**config.mk**
```make
export PLATFORM = sky130hd
export DESIGN_NAME = dcc_channel
export DESIGN_NICKNAME = d
export VERILOG_FILES = /design/src/rtl/dcc_pkg.sv /design/src/rtl/dcc_channel.sv /design/src/rtl/dcc_counter.sv /design/src/rtl/dcc_mover.sv
export SDC_FILE = /design/constraint.sdc
export NUM_CORES = 1
export LEC_CHECK = 0
export ABC_CLOCK_PERIOD_IN_PS = 14950
export BUFFER_PORTS_ARGS = -buffer_cell sky130_fd_sc_hd__buf_2
export CAP_MARGIN = 20
export CORE_MARGIN = 2
export CORE_UTILIZATION = 50
export DETAILED_ROUTE_END_ITERATION = 8
export HOLD_SLACK_MARGIN = 0.15
export MAX_ROUTING_LAYER = met4
export PLACE_DENSITY = 0.7
export RECOVER_POWER = 50
export REMOVE_ABC_BUFFERS = 1
export SKIP_LAST_GASP = 1
export SYNTH_ARGS = -nofsm -noshare
export SYNTH_HDL_FRONTEND = slang
export SYNTH_SLANG_ARGS = --single-unit
```
**constraint.sdc**
```tcl
create_clock -name core_clk -period 14.95 [get_ports core_clk]
set_clock_uncertainty 0.2 [all_clocks]
set_input_delay 0.7475 -clock core_clk [delete_from_list [all_inputs] [get_ports core_clk]]
set_output_delay 0.7475 -clock core_clk [all_outputs]
set_load 0.05 [all_outputs]
```
**src/rtl/dcc_pkg.sv**
```systemverilog
/*
 dcc_pkg: register map, field positions, encodings and carrier types for one dma channel.
 assumes a single core clock; shared by the channel top and its two helper modules.
*/
// Behaviour
// config bit 0 enables the channel; resets to zero
// config bits 1..3 enable complete, half and error interrupts
// config bit 4: zero peripheral-to-memory, one memory-to-peripheral
// config bit 5 selects circular mode with count reload
// config bit 6 steps the peripheral address per transfer
// config bit 7 steps the memory address per transfer
// bits 9:8 peripheral width: 00 8 bit, 01 16 bit, 10 32 bit
// bits 11:10 memory width, same codes
// bits 13:12 priority low, medium, high, very high
// config bit 14 selects memory-to-memory mode, no peripheral request needed
// transfer count occupies bits 15:0, range 0 to 65535
// count writes accepted only while disabled; software programs count first
// while enabled count is read-only and shows elements remaining
// count decrements by one per completed element
// at block end count stays zero, or reloads when circular
// zero count means no transaction, enabled or not
// 16 bit peripheral width ignores address bit 0
// 32 bit peripheral width ignores address bits 1:0
// 16 bit memory width ignores address bit 0
// 32 bit memory width ignores address bits 1:0
// hardware sets flags; writing one to clear bit clears it
// clear-all bit clears global, error, half and complete flags together
// bit 14 one enables memory-to-memory, zero disables
// half flag at half the count moved, complete flag at zero
// bus fault raises error flag and disables the channel
package dcc_pkg;
  localparam logic [3:0]  OFS_CONFIG   = 4'h0;
  localparam logic [3:0]  OFS_COUNT    = 4'h4;
  localparam logic [3:0]  OFS_PADDR    = 4'h8;
  localparam logic [3:0]  OFS_MADDR    = 4'hc;
  localparam logic [4:0]  OFS_STATUS_W = 5'h10;
  localparam logic [4:0]  OFS_CLEAR_W  = 5'h14;
  localparam int          CFG_EN       = 0;
  localparam int          CFG_DONE_IE  = 1;
  localparam int          CFG_HALF_IE  = 2;
  localparam int          CFG_FAULT_IE = 3;
  localparam int          CFG_DIR      = 4;
  localparam int          CFG_AUTO_RELOAD_MODE     = 5;
  localparam int          CFG_PSTEP    = 6;
  localparam int          CFG_MSTEP    = 7;
  localparam int          CFG_PW_LO    = 8;
  localparam int          CFG_MW_LO    = 10;
  localparam int          CFG_PRI_LO   = 12;
  localparam int          CFG_M2M      = 14;
  localparam int          CFG_BITS     = 15;
  localparam int          CNT_BITS     = 16;
  localparam int          FLG_ANY      = 0;
  localparam int          FLG_DONE     = 1;
  localparam int          FLG_HALF     = 2;
  localparam int          FLG_FAULT    = 3;
  localparam logic [31:0] RST_WORD     = 32'h0000_0000;
  localparam logic [1:0]  W8           = 2'h0;
  localparam logic [1:0]  W16          = 2'h1;
  localparam logic [1:0]  W32          = 2'h2;

  typedef struct packed {
    logic [1:0] channel_priority;
    logic       m2m_mode;
    logic [1:0] mem_elem_width;
    logic [1:0] periph_elem_width;
    logic       mem_addr_step;
    logic       periph_addr_step;
    logic       auto_reload_mode;
    logic       dir_from_mem;
    logic       fault_irq_on;
    logic       half_irq_on;
    logic       done_irq_on;
    logic       enable;
  } dcc_cfg_t;

  typedef struct packed {
    logic [31:0] addr;
    logic [1:0]  width;
    logic        write;
  } dcc_bus_req_t;

  typedef struct packed {
    logic fault;
    logic done;
    logic half;
  } dcc_evt_t;

  // clear low address bits according to element width
  function automatic logic [31:0] dcc_align(input logic [31:0] a, input logic [1:0] w);
    logic [31:0] r;
    r = a;
    if (w == W16) begin
      r[0] = 1'b0;
    end else if (w == W32) begin
      r[1:0] = 2'h0;
    end
    return r;
  endfunction

  function automatic logic [31:0] dcc_step(input logic [1:0] w);
    logic [31:0] r;
    r = 32'h1;
    if (w == W16) begin
      r = 32'h2;
    end else if (w == W32) begin
      r = 32'h4;
    end
    return r;
  endfunction
endpackage

```
**src/rtl/dcc_channel.sv**
```systemverilog
/*
 dcc_channel: one dma channel with its configuration, count, address and flag registers.
 assumes a register port with one-cycle strobes, a peripheral request level, and a
 system bus that acknowledges each access; channel arbitration lives outside.
*/
// The strobed register port was left to the implementer.
`timescale 1ns/1ps
module dcc_channel (
  input  wire logic                  core_clk,
  input  wire logic                  rst,
  input  wire logic [4:0]            reg_addr,
  input  wire logic [31:0]           reg_wdata,
  input  wire logic                  reg_wr,
  input  wire logic                  reg_rd,
  output logic      [31:0]           reg_rdata,
  input  wire logic                  periph_req,
  input  wire logic                  grant,
  input  wire logic                  bus_ack,
  input  wire logic                  bus_err,
  input  wire logic [31:0]           bus_rdata,
  output dcc_pkg::dcc_bus_req_t      bus_req,
  output logic                       bus_valid,
  output logic [31:0]                bus_wdata,
  output logic                       chan_request,
  output logic [1:0]                 channel_priority,
  output logic                       irq
);
  import dcc_pkg::*;

  dcc_cfg_t                cfg;
  logic [31:0]             periph_base_addr;
  logic [31:0]             mem_base_addr;
  logic [31:0]             periph_ptr;
  logic [31:0]             mem_ptr;
  logic [3:0]              flag_status_reg;
  logic [CNT_BITS-1:0]     remaining_count;
  logic [CNT_BITS-1:0]     programmed;
  logic                    half_hit;
  logic                    done_hit;
  logic                    mv_busy;
  logic                    mv_finish;
  logic                    mv_fault;
  logic                    start;
  logic                    cnt_load;
  logic                    wr_cfg;
  logic [31:0]             src_addr;
  logic [31:0]             dst_addr;
  logic [1:0]              src_width;
  logic [1:0]              dst_width;
  logic [3:0]              clr;
  logic [3:0]              set;
  logic                    dbus_valid;
  dcc_bus_req_t            dbus_req;
  logic [31:0]             dbus_wdata;

  always_comb begin
    wr_cfg   = reg_wr && reg_addr == {1'b0, OFS_CONFIG};
    cnt_load = reg_wr && reg_addr == {1'b0, OFS_COUNT} && !cfg.enable;
  end

  // configuration; a fault drops enable even on a simultaneous config write
  always_ff @(posedge core_clk or posedge rst) begin
    if (rst) begin
      cfg <= '0;
    end else begin
      if (wr_cfg) begin
        cfg.enable            <= reg_wdata[CFG_EN];
        cfg.done_irq_on       <= reg_wdata[CFG_DONE_IE];
        cfg.half_irq_on       <= reg_wdata[CFG_HALF_IE];
        cfg.fault_irq_on      <= reg_wdata[CFG_FAULT_IE];
        cfg.dir_from_mem      <= reg_wdata[CFG_DIR];
        cfg.auto_reload_mode  <= reg_wdata[CFG_AUTO_RELOAD_MODE];
        cfg.periph_addr_step  <= reg_wdata[CFG_PSTEP];
        cfg.mem_addr_step     <= reg_wdata[CFG_MSTEP];
        cfg.periph_elem_width <= reg_wdata[CFG_PW_LO+:2];
        cfg.mem_elem_width    <= reg_wdata[CFG_MW_LO+:2];
        cfg.channel_priority  <= reg_wdata[CFG_PRI_LO+:2];
        cfg.m2m_mode          <= reg_wdata[CFG_M2M];
      end
      if (mv_fault) begin
        cfg.enable <= 1'b0;
      end
    end
  end

  always_ff @(posedge core_clk or posedge rst) begin
    if (rst) begin
      periph_base_addr <= RST_WORD;
      mem_base_addr    <= RST_WORD;
    end else if (reg_wr) begin
      if (reg_addr == {1'b0, OFS_PADDR}) begin
        periph_base_addr <= reg_wdata;
      end
      if (reg_addr == {1'b0, OFS_MADDR}) begin
        mem_base_addr <= reg_wdata;
      end
    end
  end

  // working pointers restart from the base on enable and on each block wrap
  always_ff @(posedge core_clk or posedge rst) begin
    if (rst) begin
      periph_ptr <= RST_WORD;
      mem_ptr    <= RST_WORD;
    end else if (!cfg.enable || (mv_finish && done_hit && cfg.auto_reload_mode)) begin
      periph_ptr <= dcc_align(periph_base_addr, cfg.periph_elem_width);
      mem_ptr    <= dcc_align(mem_base_addr, cfg.mem_elem_width);
    end else if (mv_finish) begin
      if (cfg.periph_addr_step) begin
        periph_ptr <= periph_ptr + dcc_step(cfg.periph_elem_width);
      end
      if (cfg.mem_addr_step) begin
        mem_ptr <= mem_ptr + dcc_step(cfg.mem_elem_width);
      end
    end
  end

  dcc_counter u_counter (
    .core_clk        (core_clk),
    .rst             (rst),
    .load            (cnt_load),
    .load_val        (reg_wdata[CNT_BITS-1:0]),
    .step            (mv_finish),
    .circular        (cfg.auto_reload_mode),
    .remaining_count (remaining_count),
    .programmed      (programmed),
    .half_hit        (half_hit),
    .done_hit        (done_hit)
  );

  always_comb begin
    // memory-to-memory uses the peripheral side as the second memory area
    src_width = cfg.dir_from_mem ? cfg.mem_elem_width : cfg.periph_elem_width;
    dst_width = cfg.dir_from_mem ? cfg.periph_elem_width : cfg.mem_elem_width;
    // aligned again at use: the enable edge reloads pointers with the old width
    src_addr  = dcc_align(cfg.dir_from_mem ? mem_ptr : periph_ptr, src_width);
    dst_addr  = dcc_align(cfg.dir_from_mem ? periph_ptr : mem_ptr, dst_width);
    start     = grant && chan_request && !mv_busy;
  end

  dcc_mover u_mover (
    .core_clk  (core_clk),
    .rst       (rst),
    .start     (start),
    .src_addr  (src_addr),
    .src_width (src_width),
    .dst_addr  (dst_addr),
    .dst_width (dst_width),
    .bus_ack   (bus_ack),
    .bus_err   (bus_err),
    .bus_rdata (bus_rdata),
    .bus_req   (dbus_req),
    .bus_valid (dbus_valid),
    .bus_wdata (dbus_wdata),
    .busy      (mv_busy),
    .finish    (mv_finish),
    .fault     (mv_fault)
  );

  // registered copies keep top outputs straight from flops; costs one cycle per phase
  always_ff @(posedge core_clk or posedge rst) begin
    if (rst) begin
      bus_req   <= '0;
      bus_valid <= 1'b0;
      bus_wdata <= 32'h0;
    end else begin
      bus_req   <= dbus_req;
      bus_valid <= dbus_valid && !bus_ack;
      bus_wdata <= dbus_wdata;
    end
  end

  // request is dropped while a transfer is in flight so the arbiter can rotate
  always_ff @(posedge core_clk or posedge rst) begin
    if (rst) begin
      chan_request     <= 1'b0;
      channel_priority <= 2'h0;
    end else begin
      chan_request     <= cfg.enable && remaining_count != 16'h0 && !mv_busy && !start && !mv_finish
                          && !mv_fault && (cfg.m2m_mode || periph_req);
      channel_priority <= cfg.channel_priority;
    end
  end

  always_comb begin
    clr = 4'h0;
    if (reg_wr && reg_addr == OFS_CLEAR_W) begin
      clr = reg_wdata[3:0];
      if (reg_wdata[FLG_ANY]) begin
        clr = 4'hf;
      end
    end
    set             = 4'h0;
    set[FLG_DONE]   = mv_finish && done_hit;
    set[FLG_HALF]   = mv_finish && half_hit;
    set[FLG_FAULT]  = mv_fault;
    set[FLG_ANY]    = |set[3:1];
  end

  // set wins over a clear in the same cycle
  always_ff @(posedge core_clk or posedge rst) begin
    if (rst) begin
      flag_status_reg <= 4'h0;
    end else begin
      flag_status_reg <= (flag_status_reg & ~clr) | set;
    end
  end

  always_ff @(posedge core_clk or posedge rst) begin
    if (rst) begin
      irq <= 1'b0;
    end else begin
      irq <= (flag_status_reg[FLG_DONE] && cfg.done_irq_on)
          || (flag_status_reg[FLG_HALF] && cfg.half_irq_on)
          || (flag_status_reg[FLG_FAULT] && cfg.fault_irq_on);
    end
  end

  always_ff @(posedge core_clk or posedge rst) begin
    if (rst) begin
      reg_rdata <= 32'h0;
    end else begin
      reg_rdata <= 32'h0;
      if (reg_rd) begin
        case (reg_addr)
          {1'b0, OFS_CONFIG}: reg_rdata <= {17'h0, cfg.m2m_mode, cfg.channel_priority, cfg.mem_elem_width,
                                            cfg.periph_elem_width, cfg.mem_addr_step, cfg.periph_addr_step,
                                            cfg.auto_reload_mode, cfg.dir_from_mem, cfg.fault_irq_on,
                                            cfg.half_irq_on, cfg.done_irq_on, cfg.enable};
          {1'b0, OFS_COUNT}:  reg_rdata <= {16'h0, remaining_count};
          {1'b0, OFS_PADDR}:  reg_rdata <= periph_base_addr;
          {1'b0, OFS_MADDR}:  reg_rdata <= mem_base_addr;
          OFS_STATUS_W:       reg_rdata <= {28'h0, flag_status_reg};
          default:            reg_rdata <= 32'h0;
        endcase
      end
    end
  end
endmodule

```
**src/rtl/dcc_counter.sv**
```systemverilog
/*
 dcc_counter: transfer count with reload, half and done detection.
 assumes load and step never coincide; the top only loads while disabled.
*/
`timescale 1ns/1ps
module dcc_counter (
  input  wire logic                          core_clk,
  input  wire logic                          rst,
  input  wire logic                          load,
  input  wire logic [dcc_pkg::CNT_BITS-1:0]  load_val,
  input  wire logic                          step,
  input  wire logic                          circular,
  output logic      [dcc_pkg::CNT_BITS-1:0]  remaining_count,
  output logic      [dcc_pkg::CNT_BITS-1:0]  programmed,
  output logic                               half_hit,
  output logic                               done_hit
);
  import dcc_pkg::*;

  logic [CNT_BITS-1:0] next_count;

  always_comb begin
    next_count = remaining_count - 16'h1;
  end

  always_ff @(posedge core_clk or posedge rst) begin
    if (rst) begin
      programmed <= 16'h0;
    end else if (load) begin
      programmed <= load_val;
    end
  end

  always_ff @(posedge core_clk or posedge rst) begin
    if (rst) begin
      remaining_count <= 16'h0;
    end else if (load) begin
      remaining_count <= load_val;
    end else if (step && remaining_count != 16'h0) begin
      if (next_count == 16'h0 && circular) begin
        remaining_count <= programmed;
      end else begin
        remaining_count <= next_count;
      end
    end
  end

  // one-cycle pulses, aligned with the step that causes them
  always_comb begin
    half_hit = step && remaining_count != 16'h0 && next_count == (programmed >> 1) && programmed > 16'h1;
    done_hit = step && remaining_count == 16'h1;
  end
endmodule

```
**src/rtl/dcc_mover.sv**
```systemverilog
/*
 dcc_mover: one element transfer, read phase then write phase, on a simple request/ack bus.
 assumes the bus answers each access with ack and optional err in one pulse.
*/
`timescale 1ns/1ps
module dcc_mover (
  input  wire logic                  core_clk,
  input  wire logic                  rst,
  input  wire logic                  start,
  input  wire logic [31:0]           src_addr,
  input  wire logic [1:0]            src_width,
  input  wire logic [31:0]           dst_addr,
  input  wire logic [1:0]            dst_width,
  input  wire logic                  bus_ack,
  input  wire logic                  bus_err,
  input  wire logic [31:0]           bus_rdata,
  output dcc_pkg::dcc_bus_req_t      bus_req,
  output logic                       bus_valid,
  output logic [31:0]                bus_wdata,
  output logic                       busy,
  output logic                       finish,
  output logic                       fault
);
  import dcc_pkg::*;

  typedef enum logic [2:0] {
    ST_IDLE  = 3'b001,
    ST_READ  = 3'b010,
    ST_WRITE = 3'b100
  } dcc_mv_state_t;

  dcc_mv_state_t state;

  always_ff @(posedge core_clk or posedge rst) begin
    if (rst) begin
      state     <= ST_IDLE;
      bus_req   <= '0;
      bus_valid <= 1'b0;
      bus_wdata <= 32'h0;
      finish    <= 1'b0;
      fault     <= 1'b0;
    end else begin
      finish <= 1'b0;
      fault  <= 1'b0;
      case (state)
        ST_IDLE: begin
          if (start) begin
            bus_req   <= '{addr: src_addr, width: src_width, write: 1'b0};
            bus_valid <= 1'b1;
            state     <= ST_READ;
          end
        end
        ST_READ: begin
          if (bus_ack) begin
            if (bus_err) begin
              bus_valid <= 1'b0;
              fault     <= 1'b1;
              state     <= ST_IDLE;
            end else begin
              bus_req   <= '{addr: dst_addr, width: dst_width, write: 1'b1};
              bus_wdata <= bus_rdata;
              state     <= ST_WRITE;
            end
          end
        end
        ST_WRITE: begin
          if (bus_ack) begin
            bus_valid <= 1'b0;
            fault     <= bus_err;
            finish    <= ~bus_err;
            state     <= ST_IDLE;
          end
        end
        default: begin
          state     <= ST_IDLE;
          bus_valid <= 1'b0;
        end
      endcase
    end
  end

  always_comb begin
    busy = (state != ST_IDLE);
  end
endmodule

```
==> metrics.md <==
| Metric | Value |
|---|---|
| Outcome | `finished with violations` |
| Failing checks | `max-capacitance violations, max-slew violations` |
| Die height | `about 180 µm` |
| Initial DRC Count | `874` |
| Most frequent cells after synthesis | `dfrtp_1 (355), nand2_1 (222), mux2_2 (122)` |
| Syn-to-layout area delta | `16.2%` |
| Routed WL | `36.3 mm` |
| Starting density of the core | `0.507` |
| Finished Cell Area | `around 18000 µm²` |
| Clk buf depth | `3` |
| Worst Setup EP | `u_counter.programmed[15]` |
| Most instantiated library cell after synthesis | `dfrtp_1` |
| Tot GR Track Use | `0.229` |
| Fill cell count | `roughly 2600` |
| DIE WIDTH | `around 180 µm` |
| Asr flop ratio synth | `1.00` |
| I/O pin total | `181` |
| Hold Buf Count CTS | `0` |
| Crit-path max FO | `141` |
| Synth warn | `0` |
| Post-CTS Setup Bufs | `0` |
| Clock slew seen by the registers of the worst setup and hold paths | `0.06 ns` |
| Top_reg_cell synth | `dfrtp_1` |
| Startpoint types | `input port` |
| Vias in the first global route | `10800` |
| Root Buffer | `clkbuf_16` |
| Worst r2r dst | `mem_ptr[28]` |
| Actual slew at the worst max-slew pin | `between 5 and 6 ns` |
| Final WS setup | `9.30 ns` |
| Max-cap violations | `3` |
| Final min period | `5.65 ns` |
| Cts repair resizes | `0` |
| EDFF count, synth | `0` |
| Post-DRT Antenna Nets | `0` |
| Power Dens Cells | `184 nW/µm²` |
| Sequential cell area fraction in the yosys report | `0.576` |
| R2r setup slk | `11.10 ns` |
| Period utilization | `0.378` |
| DR pass1 iterations | `5` |
| Core area | `30500 µm²` |
| Clock sinks | `around 360` |
| Avg Vias per Cell | `5.55` |
| Die area | `32300 µm²` |
| CTS tree | `done` |
| Global route overflow | `0` |
| Peak supply drop | `87.2 µV` |
| Via count | `10900` |
| Leakage power | `8.29 nW` |
| Initial antenna violation count | `1` |
| Fmax | `approximately 180 MHz` |
| DP Wirelength | `24.5 mm` |
| Row count | `64` |
| Critical R2R Launch | `cfg[10]` |
| Biggest regs | `bus_req x35, u_mover.bus_req x35` |
| # DRC | `0` |
| Layout Nets | `1631` |
| Synth Area per Inst | `11.3 µm²` |
| Cells after Synth | `1373` |
| Yosys cell types | `64` |
| Worst setup startpoint | `rst` |
| Finish-stage setup viols | `0` |
| WL/cell | `18.5 µm` |
| Synthesized area | `15500 µm²` |
| Dpl cells | `1891` |
| #FFs+latches synth | `~360` |
| Fin Setup TNS | `0 ns` |
| Relative slew slack | `-3.01` |
| Crit path DAT | `about 6 ns` |
| Min-Delay Path Class | `reg -> reg` |
| Global-route wire length before repair | `around 58 mm` |
| Final instance count without filler cells | `a little under 2000` |
| Dpl cell area | `16700 µm²` |
| Critical Path Sink Type | `asynchronous set/reset pin` |
| Core Util, Final | `0.589` |
| Leading area contributor after synthesis | `dfrtp_1` |
| H-Tree Depth | `2` |
| RD Place Congestion | `approximately 0.94` |
| Worst r2r path cells | `12` |
| Clock Latency Late Sink | `0.52 ns` |
| TritonCTS buffer count | `39` |
| Largest net degree at the start of global routing | `142` |
| Top cells by area, synth | `dfrtp_1 (57%), mux2_2 (8.9%), nand2_1 (5.4%), mux2i_1 (3.8%), o21ai_0 (3.7%)` |
| Layout cells sized above 1 | `0.205` |
| Worst hold stages | `0` |
| Final Max Slew Viols | `210` |
| Pre-CTS setup slack | `approximately 11 ns` |
| Final Hold Viols | `0` |
| RSZ-0062 raised after global routing | `false` |
| Yosys top cell area share | `0.575` |
| Kind of critical path | `in -> async` |
| PortBufs | `180` |
| WP data required | `roughly 15 ns` |
-- layout by cell type (no fill, tap or decap), drive strengths merged, types with 22 or more instances in the layout --
cell type	Yosys	routed
clkbuf	42	130
nor3	22	22
xor2	58	58
mux2	122	122
dfrtp	355	355
nor2	67	67
o21ai	115	115
nand2	222	222
mux2i	58	58
buf	30	124
nand3	39	39
xnor2	38	38
a21oi	32	32
-- cell families after synthesis --
| family | synth area share |
|---|---|
| XOR/XNOR | 0.0544 |
| flip-flops | 0.576 |
| multiplexers | 0.126 |
| AND/OR/NAND/NOR | 0.127 |
| buffers and inverters | 0.0253 |
| AO/OA/AOI/OAI | 0.0774 |
| adder cells (fa/ha/maj) | 0.0129 |
-- layout make-up --
cell class	instances	area, µm²	share of cell area
Sequential cell	356	8910	0.496
Clock buffer	56	1120	0.0624
Clock inverter	15	185	0.0103
Tap cell	396	495	0.0276
Inverter	21	80.1	0.00446
Antenna cell	1	2.50	0.000139
Multi-Input combinational cell	924	6180	0.344
Timing Repair Buffer	198	985	0.0548
-- metrics by stage --
stage	hold WS (ns)	total power, mW
global placement	0.150	2.33
detailed placement	0.156	2.36
global route	0.178	3.47
CTS	0.163	3.33
floorplan	0.149	2.10
finish	0.168	3.30
-- report_power, final --
part / internal [mW] / switching (mW)
combinational: 0.288 / 0.592
clock: 0.577 / 0.385
sequential: 1.24 / 0.215
total: 2.11 / 1.19
-- worst min path at each step --
stage,start,endpoint,slack (ns)
floorplan,u_mover.bus_wdata[0],bus_wdata[0],0.15
global placement,u_mover.bus_wdata[30],bus_wdata[30],0.15
detailed placement,u_mover.bus_wdata[26],bus_wdata[26],0.16
CTS,u_mover.bus_wdata[21],bus_wdata[21],0.16
global route,u_mover.bus_req[26],bus_req[26],0.18
finish,u_mover.bus_wdata[26],bus_wdata[26],0.17
-- routing by layer --
| metal | GRT usage | vias up | wire length, µm | share of wire |
|---|---|---|---|---|
| met2 | 0.371 | 301 | 17500 | 0.48 |
| met3 | 0.0357 | 74 | 1930 | 0.053 |
| li1 | - | 5078 | - | - |
| met4 | 0.0641 | 0 | 978 | 0.027 |
| met5 | - | - | 0 | 0 |
| met1 | 0.302 | 5463 | 15900 | 0.44 |
-- critical path, cell delays in order --
cell        delay (ns)
buf_2             0.10
clkinvlp_2        3.30
clkbuf_1          0.90
buf_16            0.38
buf_4             0.27
buf_16            0.31
No activity file was read; power rests on OpenSTA's default activity.
